File: src/pkg/reclose_map.vh
`ifndef RECLOSE_MAP_VH
`define RECLOSE_MAP_VH

// register byte addresses
`define REG_CTRL      12'h000
`define REG_SHOT0     12'h004
`define REG_SHOT1     12'h008
`define REG_SHOT2     12'h00c
`define REG_SHOT3     12'h010
`define REG_RESET_T   12'h014
`define REG_SYNC_LIM  12'h018
`define REG_LOGIC     12'h01c
`define REG_STATUS    12'h020
`define REG_MEAS      12'h024

// control fields
`define CTRL_ENABLE   0
`define CTRL_EXT_SRC  1
`define CTRL_FIRST_DL 2
`define CTRL_INTLO    3
`define CTRL_SHOTS_LO 4
`define CTRL_SHOTS_W  3

// per-shot fields: dead time low 16, select bits above
`define SHOT_DT_W     16
`define SHOT_SYNC     16
`define SHOT_HOT_BUS_DEAD_LINE_CHECK     17
`define SHOT_HOT_LINE_DEAD_BUS_CHECK     18

// limits word: voltage diff low 16, angle high 16
`define LIM_W         16

// logic word: for output k, and/or select at bit 16+k, mask at 8*k
`define LOGIC_OR_BIT  16

// timebase: one tick per millisecond at 50 MHz
`define TICK_MS_NS    1000000
`define CLK_NS        20

`define MAX_SHOTS     3'h4

// reset values
`define CTRL_RST      32'h0000_0011
`define RESET_T_RST   32'h0000_03e8

`endif

File: src/rtl/reclose_sequencer_sync_supervision.v
// Operation
// - settable reclose count, four at most
// - reopen after last shot goes lockout
// - lockout left only by manual close
// - held closed, wait reset time, ready
// - first shot immediate unless delay set
// - sync needs magnitude and angle inside
// - each shot selects its own supervisions
// - external inputs true only at rated voltage
// - source setting picks external inputs instead
// - intermediate lockout only on last shot
// - intermediate lockout waits, no timeout
// - alarm asserted during intermediate lockout
// - hold freezes all reclose timers
// - skip bypasses pending shot, advance
// - drive-to-lockout forces lockout anywhere
// - two outputs from AND/OR of inputs
// - separate alarm outputs per condition
//
// The placing of the registers and the APB register port are this design's own decisions.
`include "reclose_map.vh"
`timescale 1ns/100ps
`default_nettype none

module reclose_sequencer_sync_supervision #(
  parameter TICK_CYCLES = `TICK_MS_NS / `CLK_NS
) (
  // clock and reset
  input  wire        pclk,
  input  wire        presetn,
  input  wire        clk_en,
  // apb slave
  input  wire        psel,
  input  wire        penable,
  input  wire        pwrite,
  input  wire [11:0] paddr,
  input  wire [31:0] pwdata,
  output reg  [31:0] prdata,
  output reg         pready,
  output reg         pslverr,
  // breaker and relay contacts
  input  wire        breaker_open,
  input  wire        reclose_initiate,
  input  wire        manual_close,
  input  wire        hold_in,
  input  wire        skip_in,
  input  wire        drive_lockout,
  // external supervision, high at rated voltage
  input  wire        ext_sync_ok,
  input  wire        ext_hot_bus_dead_line_check_ok,
  input  wire        ext_hot_line_dead_bus_check_ok,
  // internal measurement flags
  input  wire        line_hot,
  input  wire        line_dead,
  input  wire        bus_hot,
  input  wire        bus_dead,
  // programmable logic
  input  wire [7:0]  prog_in,
  output reg  [1:0]  prog_out,
  // commands and alarms
  output reg         close_cmd,
  output reg         alarm_check_fail,
  output reg         alarm_intermediate_lockout,
  output reg         alarm_reclose_fail,
  output reg         alarm_lockout,
  output reg         alarm_in_progress
);

  localparam S_READY = 3'h0;
  localparam S_DEAD  = 3'h1;
  localparam S_CLOSE = 3'h2;
  localparam S_RESET = 3'h3;
  localparam S_ILO   = 3'h4;
  localparam S_LOCK  = 3'h5;

  reg  [31:0] ctrl_q;
  reg  [31:0] shot_q [0:3];
  reg  [31:0] reset_t_q;
  reg  [31:0] lim_q;
  reg  [31:0] logic_q;
  reg  [15:0] volt_diff_q;
  reg  [15:0] angle_q;
  reg  [2:0]  state_q;
  reg  [2:0]  state_d;
  reg  [2:0]  count_q;
  reg  [2:0]  count_d;
  reg  [15:0] timer_q;
  reg  [15:0] timer_d;
  reg  [31:0] tick_cnt_q;
  reg         tick_q;
  reg         close_d;
  reg         fail_d;

  wire [2:0]  shots_set;
  wire [2:0]  shots;
  wire [1:0]  idx;
  wire [31:0] cur_shot;
  wire        ilo_allowed;
  wire        int_sync;
  wire        int_hot_bus_dead_line_check;
  wire        int_hot_line_dead_bus_check;
  wire        src_sync;
  wire        src_hot_bus_dead_line_check;
  wire        src_hot_line_dead_bus_check;
  wire        perm;
  wire        last_shot;
  wire        wr;
  wire        rd;
  integer     i;

  // clamp requested shots to one..four
  assign shots_set = ctrl_q[`CTRL_SHOTS_LO +: `CTRL_SHOTS_W];
  assign shots = (shots_set > `MAX_SHOTS) ? `MAX_SHOTS :
                 ((shots_set == 3'h0) ? 3'h1 : shots_set);
  assign idx = count_q[1:0];
  assign cur_shot = shot_q[idx];
  assign last_shot = ((count_q + 3'h1) == shots);

  // intermediate lockout honoured only on final shot
  assign ilo_allowed = ctrl_q[`CTRL_INTLO] & last_shot;

  // internal checks
  assign int_sync = (volt_diff_q <= lim_q[`LIM_W-1:0]) &&
                    (angle_q <= lim_q[2*`LIM_W-1:`LIM_W]);
  assign int_hot_bus_dead_line_check = bus_hot & line_dead;
  assign int_hot_line_dead_bus_check = line_hot & bus_dead;

  // source select
  assign src_sync = ctrl_q[`CTRL_EXT_SRC] ? ext_sync_ok : int_sync;
  assign src_hot_bus_dead_line_check = ctrl_q[`CTRL_EXT_SRC] ? ext_hot_bus_dead_line_check_ok : int_hot_bus_dead_line_check;
  assign src_hot_line_dead_bus_check = ctrl_q[`CTRL_EXT_SRC] ? ext_hot_line_dead_bus_check_ok : int_hot_line_dead_bus_check;

  // per-shot supervision, any selected check passing permits
  assign perm = ~(cur_shot[`SHOT_SYNC] | cur_shot[`SHOT_HOT_BUS_DEAD_LINE_CHECK] |
                  cur_shot[`SHOT_HOT_LINE_DEAD_BUS_CHECK]) |
                (cur_shot[`SHOT_SYNC] & src_sync) |
                (cur_shot[`SHOT_HOT_BUS_DEAD_LINE_CHECK] & src_hot_bus_dead_line_check) |
                (cur_shot[`SHOT_HOT_LINE_DEAD_BUS_CHECK] & src_hot_line_dead_bus_check);

  assign wr = psel & penable & pwrite & clk_en;
  assign rd = psel & ~penable & ~pwrite;

  // and/or of masked inputs
  function comb_out;
    input [7:0] in;
    input [7:0] mask;
    input       use_or;
    begin
      if (use_or) begin
        comb_out = |(in & mask);
      end else begin
        comb_out = (mask != 8'h00) && ((in & mask) == mask);
      end
    end
  endfunction

  // dead time of a shot, first one zero unless delayed
  function [15:0] dead_of;
    input [31:0] shot;
    input        first;
    input        delay_first;
    begin
      if (first && !delay_first) begin
        dead_of = 16'h0000;
      end else begin
        dead_of = shot[`SHOT_DT_W-1:0];
      end
    end
  endfunction

  // millisecond tick, frozen by hold
  always @(posedge pclk or negedge presetn) begin
    if (!presetn) begin
      tick_cnt_q <= 32'h0000_0000;
      tick_q <= 1'b0;
    end else if (clk_en) begin
      if (hold_in) begin
        tick_q <= 1'b0;
      end else if (tick_cnt_q >= TICK_CYCLES - 1) begin
        tick_cnt_q <= 32'h0000_0000;
        tick_q <= 1'b1;
      end else begin
        tick_cnt_q <= tick_cnt_q + 32'h0000_0001;
        tick_q <= 1'b0;
      end
    end
  end

  // sequencer next state
  always @* begin
    state_d = state_q;
    count_d = count_q;
    timer_d = timer_q;
    close_d = 1'b0;
    fail_d = 1'b0;
    case (state_q)
      S_READY: begin
        if (ctrl_q[`CTRL_ENABLE] && breaker_open && reclose_initiate) begin
          state_d = S_DEAD;
          count_d = 3'h0;
          timer_d = dead_of(shot_q[0], 1'b1, ctrl_q[`CTRL_FIRST_DL]);
        end
      end
      S_DEAD: begin
        if (!breaker_open) begin
          state_d = S_RESET;
          timer_d = reset_t_q[15:0];
        end else if (skip_in) begin
          if (last_shot) begin
            state_d = S_LOCK;
            fail_d = 1'b1;
          end else begin
            count_d = count_q + 3'h1;
            timer_d = dead_of(shot_q[idx + 2'h1], 1'b0, 1'b1);
          end
        end else if (timer_q != 16'h0000) begin
          if (tick_q) begin
            timer_d = timer_q - 16'h0001;
          end
        end else if (perm && !hold_in) begin
          state_d = S_CLOSE;
          close_d = 1'b1;
          count_d = count_q + 3'h1;
        end else if (ilo_allowed) begin
          state_d = S_ILO;
        end else if (!perm) begin
          state_d = S_LOCK;
          fail_d = 1'b1;
        end
      end
      S_ILO: begin
        if (perm) begin
          state_d = S_CLOSE;
          close_d = 1'b1;
          count_d = count_q + 3'h1;
        end
      end
      S_CLOSE: begin
        if (breaker_open) begin
          close_d = 1'b1;
        end else begin
          state_d = S_RESET;
          timer_d = reset_t_q[15:0];
        end
      end
      S_RESET: begin
        if (breaker_open) begin
          if (count_q >= shots) begin
            state_d = S_LOCK;
          end else begin
            state_d = S_DEAD;
            timer_d = dead_of(shot_q[idx], 1'b0, 1'b1);
          end
        end else if (timer_q == 16'h0000) begin
          state_d = S_READY;
          count_d = 3'h0;
        end else if (tick_q) begin
          timer_d = timer_q - 16'h0001;
        end
      end
      S_LOCK: begin
        if (manual_close) begin
          close_d = breaker_open;
          if (!breaker_open) begin
            state_d = S_READY;
            count_d = 3'h0;
          end
        end
      end
      default: begin
        state_d = S_LOCK;
      end
    endcase
    if (drive_lockout) begin
      state_d = S_LOCK;
      close_d = 1'b0;
    end
  end

  // sequencer state and outputs
  always @(posedge pclk or negedge presetn) begin
    if (!presetn) begin
      state_q <= S_READY;
      count_q <= 3'h0;
      timer_q <= 16'h0000;
      close_cmd <= 1'b0;
      alarm_check_fail <= 1'b0;
      alarm_intermediate_lockout <= 1'b0;
      alarm_reclose_fail <= 1'b0;
      alarm_lockout <= 1'b0;
      alarm_in_progress <= 1'b0;
      prog_out <= 2'h0;
    end else if (clk_en) begin
      state_q <= state_d;
      count_q <= count_d;
      timer_q <= timer_d;
      close_cmd <= close_d;
      alarm_check_fail <= (state_d == S_ILO) ||
                          ((state_q == S_DEAD) && (timer_q == 16'h0000) &&
                           !perm);
      alarm_intermediate_lockout <= (state_d == S_ILO);
      if (fail_d) begin
        alarm_reclose_fail <= 1'b1;
      end else if (state_d == S_READY) begin
        alarm_reclose_fail <= 1'b0;
      end
      alarm_lockout <= (state_d == S_LOCK);
      alarm_in_progress <= (state_d == S_DEAD) || (state_d == S_CLOSE) ||
                           (state_d == S_RESET);
      for (i = 0; i < 2; i = i + 1) begin
        prog_out[i] <= comb_out(prog_in, logic_q[8*i +: 8],
                                logic_q[`LOGIC_OR_BIT + i]);
      end
    end
  end

  // apb register writes
  always @(posedge pclk or negedge presetn) begin
    if (!presetn) begin
      ctrl_q <= `CTRL_RST;
      for (i = 0; i < 4; i = i + 1) begin
        shot_q[i] <= 32'h0000_0000;
      end
      reset_t_q <= `RESET_T_RST;
      lim_q <= 32'h0000_0000;
      logic_q <= 32'h0000_0000;
      volt_diff_q <= 16'h0000;
      angle_q <= 16'h0000;
    end else if (wr) begin
      case (paddr)
        `REG_CTRL:     ctrl_q <= pwdata;
        `REG_SHOT0:    shot_q[0] <= pwdata;
        `REG_SHOT1:    shot_q[1] <= pwdata;
        `REG_SHOT2:    shot_q[2] <= pwdata;
        `REG_SHOT3:    shot_q[3] <= pwdata;
        `REG_RESET_T:  reset_t_q <= pwdata;
        `REG_SYNC_LIM: lim_q <= pwdata;
        `REG_LOGIC:    logic_q <= pwdata;
        `REG_MEAS: begin
          volt_diff_q <= pwdata[`LIM_W-1:0];
          angle_q <= pwdata[2*`LIM_W-1:`LIM_W];
        end
        default: ;
      endcase
    end
  end

  // apb read data and ready
  always @(posedge pclk or negedge presetn) begin
    if (!presetn) begin
      prdata <= 32'h0000_0000;
      pready <= 1'b0;
      pslverr <= 1'b0;
    end else if (clk_en) begin
      pready <= psel & ~penable;
      pslverr <= 1'b0;
      if (psel & ~penable) begin
        pslverr <= (paddr[1:0] != 2'h0) || (paddr > `REG_MEAS);
      end
      if (rd) begin
        case (paddr)
          `REG_CTRL:     prdata <= ctrl_q;
          `REG_SHOT0:    prdata <= shot_q[0];
          `REG_SHOT1:    prdata <= shot_q[1];
          `REG_SHOT2:    prdata <= shot_q[2];
          `REG_SHOT3:    prdata <= shot_q[3];
          `REG_RESET_T:  prdata <= reset_t_q;
          `REG_SYNC_LIM: prdata <= lim_q;
          `REG_LOGIC:    prdata <= logic_q;
          `REG_STATUS:   prdata <= {16'h0000, 4'h0, count_q, perm,
                                    1'b0, state_q, 2'h0, prog_out};
          `REG_MEAS:     prdata <= {angle_q, volt_diff_q};
          default:       prdata <= 32'h0000_0000;
        endcase
      end
    end
  end

endmodule // reclose_sequencer_sync_supervision

`default_nettype wire

File: config.mk
export PLATFORM = sky130hd
export DESIGN_NAME = reclose_sequencer_sync_supervision
export DESIGN_NICKNAME = d
export VERILOG_FILES = /design/src/rtl/reclose_sequencer_sync_supervision.v
export VERILOG_INCLUDE_DIRS = /design/src /design/src/pkg
export SDC_FILE = /design/constraint.sdc
export NUM_CORES = 1
export LEC_CHECK = 0
export ABC_AREA = 1
export BUFFER_PORTS_ARGS = -buffer_cell sky130_fd_sc_hd__buf_4
export CAP_MARGIN = 20
export CORE_MARGIN = 5
export CORE_UTILIZATION = 61
export CTS_BUF_LIST = sky130_fd_sc_hd__clkbuf_4
export CTS_CLUSTER_SIZE = 16
export DETAILED_ROUTE_END_ITERATION = 8
export GPL_ROUTABILITY_DRIVEN = 0
export PLACE_DENSITY_LB_ADDON = 0.15
export SYNTH_ARGS = -nofsm -noshare
export SYNTH_HDL_FRONTEND = slang
export SYNTH_SLANG_ARGS = --single-unit
File: constraint.sdc
create_clock -name pclk -period 5.2 [get_ports pclk]
set_input_delay 1.3 -clock pclk [delete_from_list [all_inputs] [get_ports pclk]]
set_output_delay 1.3 -clock pclk [all_outputs]
set_load 0.05 [all_outputs]
==> summary by stage <==
Synthesis
The cell type contributing the most total cell area after synthesis is dfrtp_1. Ranked by total cell area, the synthesized netlist is headed by dfrtp_1 48%, nand2_1 12%, o21ai_0 11%, inv_1 4.3%, a221oi_1 2.6%. The sequential-to-total area share from yosys stat is 48.68%.

The number of flops mapped to enable cells by yosys is 0. For this run, the leading register cell type out of synthesis is dfrtp_1. Yosys mapped the design onto between 50 and 60 distinct sky130hd cell types.

The synthesized netlist occupies a cell area of 0.01981 mm². The average footprint of a synthesized cell is 8.031 µm². When the netlist entered floorplanning its net count stood at 2576. The proportion of synthesized flip-flops having asynchronous set or reset is 100.0%. The top-area cell type share of the netlist area is 47.62%. Counting flops and latches in the post-synthesis netlist gives 385. The number of cells produced by synthesis is 2467. During synthesis, Yosys emitted a total of 0 warnings.

CTS
The clock root buffer is clkbuf_4. The clock sink total is 385. After clock tree synthesis, the clock-pin slew on the worst setup and hold paths is 0.07 ns. The number of cells upsized or downsized after cts is 0. The number of hold buffers added after CTS was 0. The CTS buffer count is 99. In this run the number of H-tree levels came out at 3.

The worst-case clock buffer depth is 3. The CTS tree is built. At the later pin of the worst-skew pair, clock insertion delay measures 0.82 ns.

The buffers inserted during post-CTS setup optimization is 0.

Placed design
The count of input and output buffers is 112. Timing analysis after detailed placement gives a worst setup slack of roughly 1.2 ns. The total placed instance area is 0.02098 mm². The wire-length estimate of the detail-placed layout is approximately 44 mm.

Including well taps, the total number of placed cells is 2930.

Routing
After detailed routing, the number of remaining DRC violations is 0. Wires add up to 64.86 mm. For this block, the via count after detailed routing is 19130. The first TritonRoute pass finished after 7 iterations. The average via count per standard cell is 6.144. The antenna violation net count after detailed routing is 0. The first-iteration detailed-routing DRC count is 2477. The average wire length per cell after detail routing is about 21 µm.

Floorplan
The starting density of the core is 61.36%. The area of the placeable core is 0.03229 mm². The initialized floorplan defines 66 standard-cell rows.

The number of ports placed on the die boundary is 113. The horizontal extent of the die is 190.2 µm. The die area is about 0.036 mm². The die boundary height is about 190 µm.

STA
The timing-limited maximum frequency is 298.2 MHz. The post-route worst setup slack is 1.846 ns. The final count of hold timing violations is 0. Headroom to the max-slew limit came out at 24.79%. The worst clock skew is 0.06291 ns. The number of max-slew violations in the final report is 0. The clock period minus final worst setup slack is 3.354 ns. The final count of negative-setup-slack endpoints is 0. Setup repair after global routing left no endpoint under its margin. The post-route fraction of the period consumed by the critical path is around 64%. Adding up every negative setup slack in the final design gives 0 ns. For the pin with the worst max-slew slack, the measured transition is 1.124 ns.

Power
The completed layout was analyzed and its total power is 7.256 mW. The share of power burned in combinational logic is 19.5%. The highest ir drop seen on vdd is 0.2436 mV.

Per report_power, the sequential group accounts for between 40% and 50% of the total. Per report_power, the clock group accounts for a little under two fifths of the total. Summed over all nets, the switching power comes to 2.387 mW. The internal power contribution is about 5 mW. In this run the power density over the cells is ~330 mW/mm². For this design the static power due to leakage is 10.27 nW.

The switching share of total power is around 33%.

Worst setup path
The type of origin of the critical path is an input port. The most numerous cell on the critical path is buf_4. The beginning of the worst register-to-register path is count_q[1]. STA classifies the critical path endpoint as a register. The critical path goes through buf_4 > nor2_2 > nand3_2 > nor2_1 > nand2_1 > inv_2 > buf_4 > nand2_2 > buf_4 > nand2_1 > o21ai_0.

At the worst endpoint, the arrival time is roughly 4.0 ns. The critical path launch point is paddr[1]. The cell type group with the largest total delay on the critical path is simple AND/OR/NAND/NOR gates. Counting both buffers and inverters, the worst setup path holds a total of 4. The largest fanout of any net on the critical path is 40. The worst path required time is 5.84 ns. The highest-delay cell along the critical path is buf_4. The worst setup path is of the in2reg kind. On the worst path, the slowest cell contributes a delay of a little over 0.4 ns.

Worst hold path
In this run the most critical hold path is launched from close_cmd. The class of the tightest hold or removal check is reg2reg.

Flow run
The tool flagged a number of max-cap violations equal to 0.

GRT
The largest net degree at the start of global routing is 110. The global-route usage over all layers is 36.06%. The via count of the first global-routing pass is 18580.

The wire length of the first global-routing pass is 102.4 mm. Global routing finished with a remaining overflow of 0. The number of antenna violations at the first check in global routing is 3.

Cells and area
Compared with the post-synthesis result, the final layout area differs by 12.66%. For this run, the post-layout net count is 2700. Fill cells in the final layout number 2647. The final instance area is 0.02232 mm².

The final instance count without filler cells is between 3000 and 4000. The fraction of layout cells with a size suffix above 1 is 14.92%.

Status
The run finished with clean final reports.
[metrics by stage]
stage,hold WS (ns),util (%)
6_report,0.4829,69.12
5_1_grt,0.4976,69.12
4_1_cts,0.4861,68.98
3_5_place_dp,0.4701,64.98
3_3_place_gp,0.4648,64.98
2_1_floorplan,0.4452,-
[cells in the mapped netlist (38+ instances only)]
master / number
a21oi_1: 95
a221oi_1: 59
o21ai_0: 421
clkbuf_1: 74
nor2_1: 109
nand3_1: 52
nand2_1: 622
inv_1: 228
ha_1: 38
buf_2: 42
dfrtp_1: 377
o21ai_1: 87
[power groups by stage]
| stage | logic [mW] | registers (mW) | clock network (mW) |
|---|---|---|---|
| floorplan | 0.860 | 3.25 | 0 |
| global placement | 1.33 | 3.20 | 0 |
| detailed placement | 1.37 | 3.20 | 0 |
| CTS | 1.37 | 3.14 | 2.72 |
| global route | 1.54 | 3.15 | 2.90 |
| finish | 1.42 | 3.15 | 2.69 |
[layer usage]
layer  wire (µm)  global-route usage [%]
met1       25230                   49.26
met2       27970                   53.45
met3        9041                   11.74
met4        2612                   15.39
met5          18                       0
[logic make-up after synthesis]
group           count (synthesis)  synth area share, %
mux                             1              0.05684
fa+ha+maj                      38                2.400
simple gates                  899                19.34
compound gates                753                21.34
xor+xnor                       12               0.5305
buf+inv                       379                7.654
flops                         385                48.68
[area by class of cell]
| cell class | instances | area (µm²) | share of cell area [%] |
|---|---|---|---|
| Inverter | 257 | 972.2 | 4.356 |
| Clock inverter | 28 | 173.9 | 0.7792 |
| Tap cell | 442 | 553.0 | 2.478 |
| Sequential cell | 385 | 9646 | 43.22 |
| Multi-Input combinational cell | 1703 | 8680 | 38.89 |
| Clock buffer | 149 | 1119 | 5.012 |
| Timing Repair Buffer | 145 | 1166 | 5.225 |
| Antenna cell | 4 | 10.01 | 0.04485 |
[final timing paths]
kind	endpoint	slack, ns	cells past startpoint
hold reg to reg	close_cmd	0.48	2
setup reg to reg	timer_q[11]	1.89	12
max in group asynchronous	shot_q[14]	3.61	2
hold / removal	close_cmd	0.48	2
min in group asynchronous	timer_q[4]	0.51	1
setup / recovery	volt_diff_q[10]	1.85	11
[state kept, by name (all words and copies together), names as in the netlist, 16 cells and up]
register and cells:
lim_q 32, logic_q 32, reset_t_q 32, tick_cnt_q 32, volt_diff_q 16, timer_q 16, ctrl_q 32, angle_q 16
shot_q 128, prdata 32
[tightest hold or removal path: cells and delay by family (launching register included)]
family	cells	cell delay (ns)
AND/OR/NAND/NOR	2	0.10
flip-flops	1	0.35
[layout by cell type (no fill, tap or decap), types with 5 or more instances in the layout]
master,n
nand2_1,615
o21ai_0,421
dfrtp_1,376
inv_1,228
clkbuf_4,149
buf_4,138
nor2_1,107
a21oi_1,95
o21ai_1,87
a221oi_1,59
nand3_1,52
ha_1,38
nor3_1,30
nand4_1,29
inv_2,25
o22ai_1,25
nor2_2,18
clkinv_1,18
o211ai_1,17
nand2_2,12
xor2_1,10
o2111ai_1,9
clkinv_2,8
dfstp_2,8
nor4_1,7
nor3_2,6
o31ai_1,6
a31oi_1,6
nor2_4,5
a22o_1,5
a22oi_1,5
buf_12,5
(Power assumes the default switching activity.)
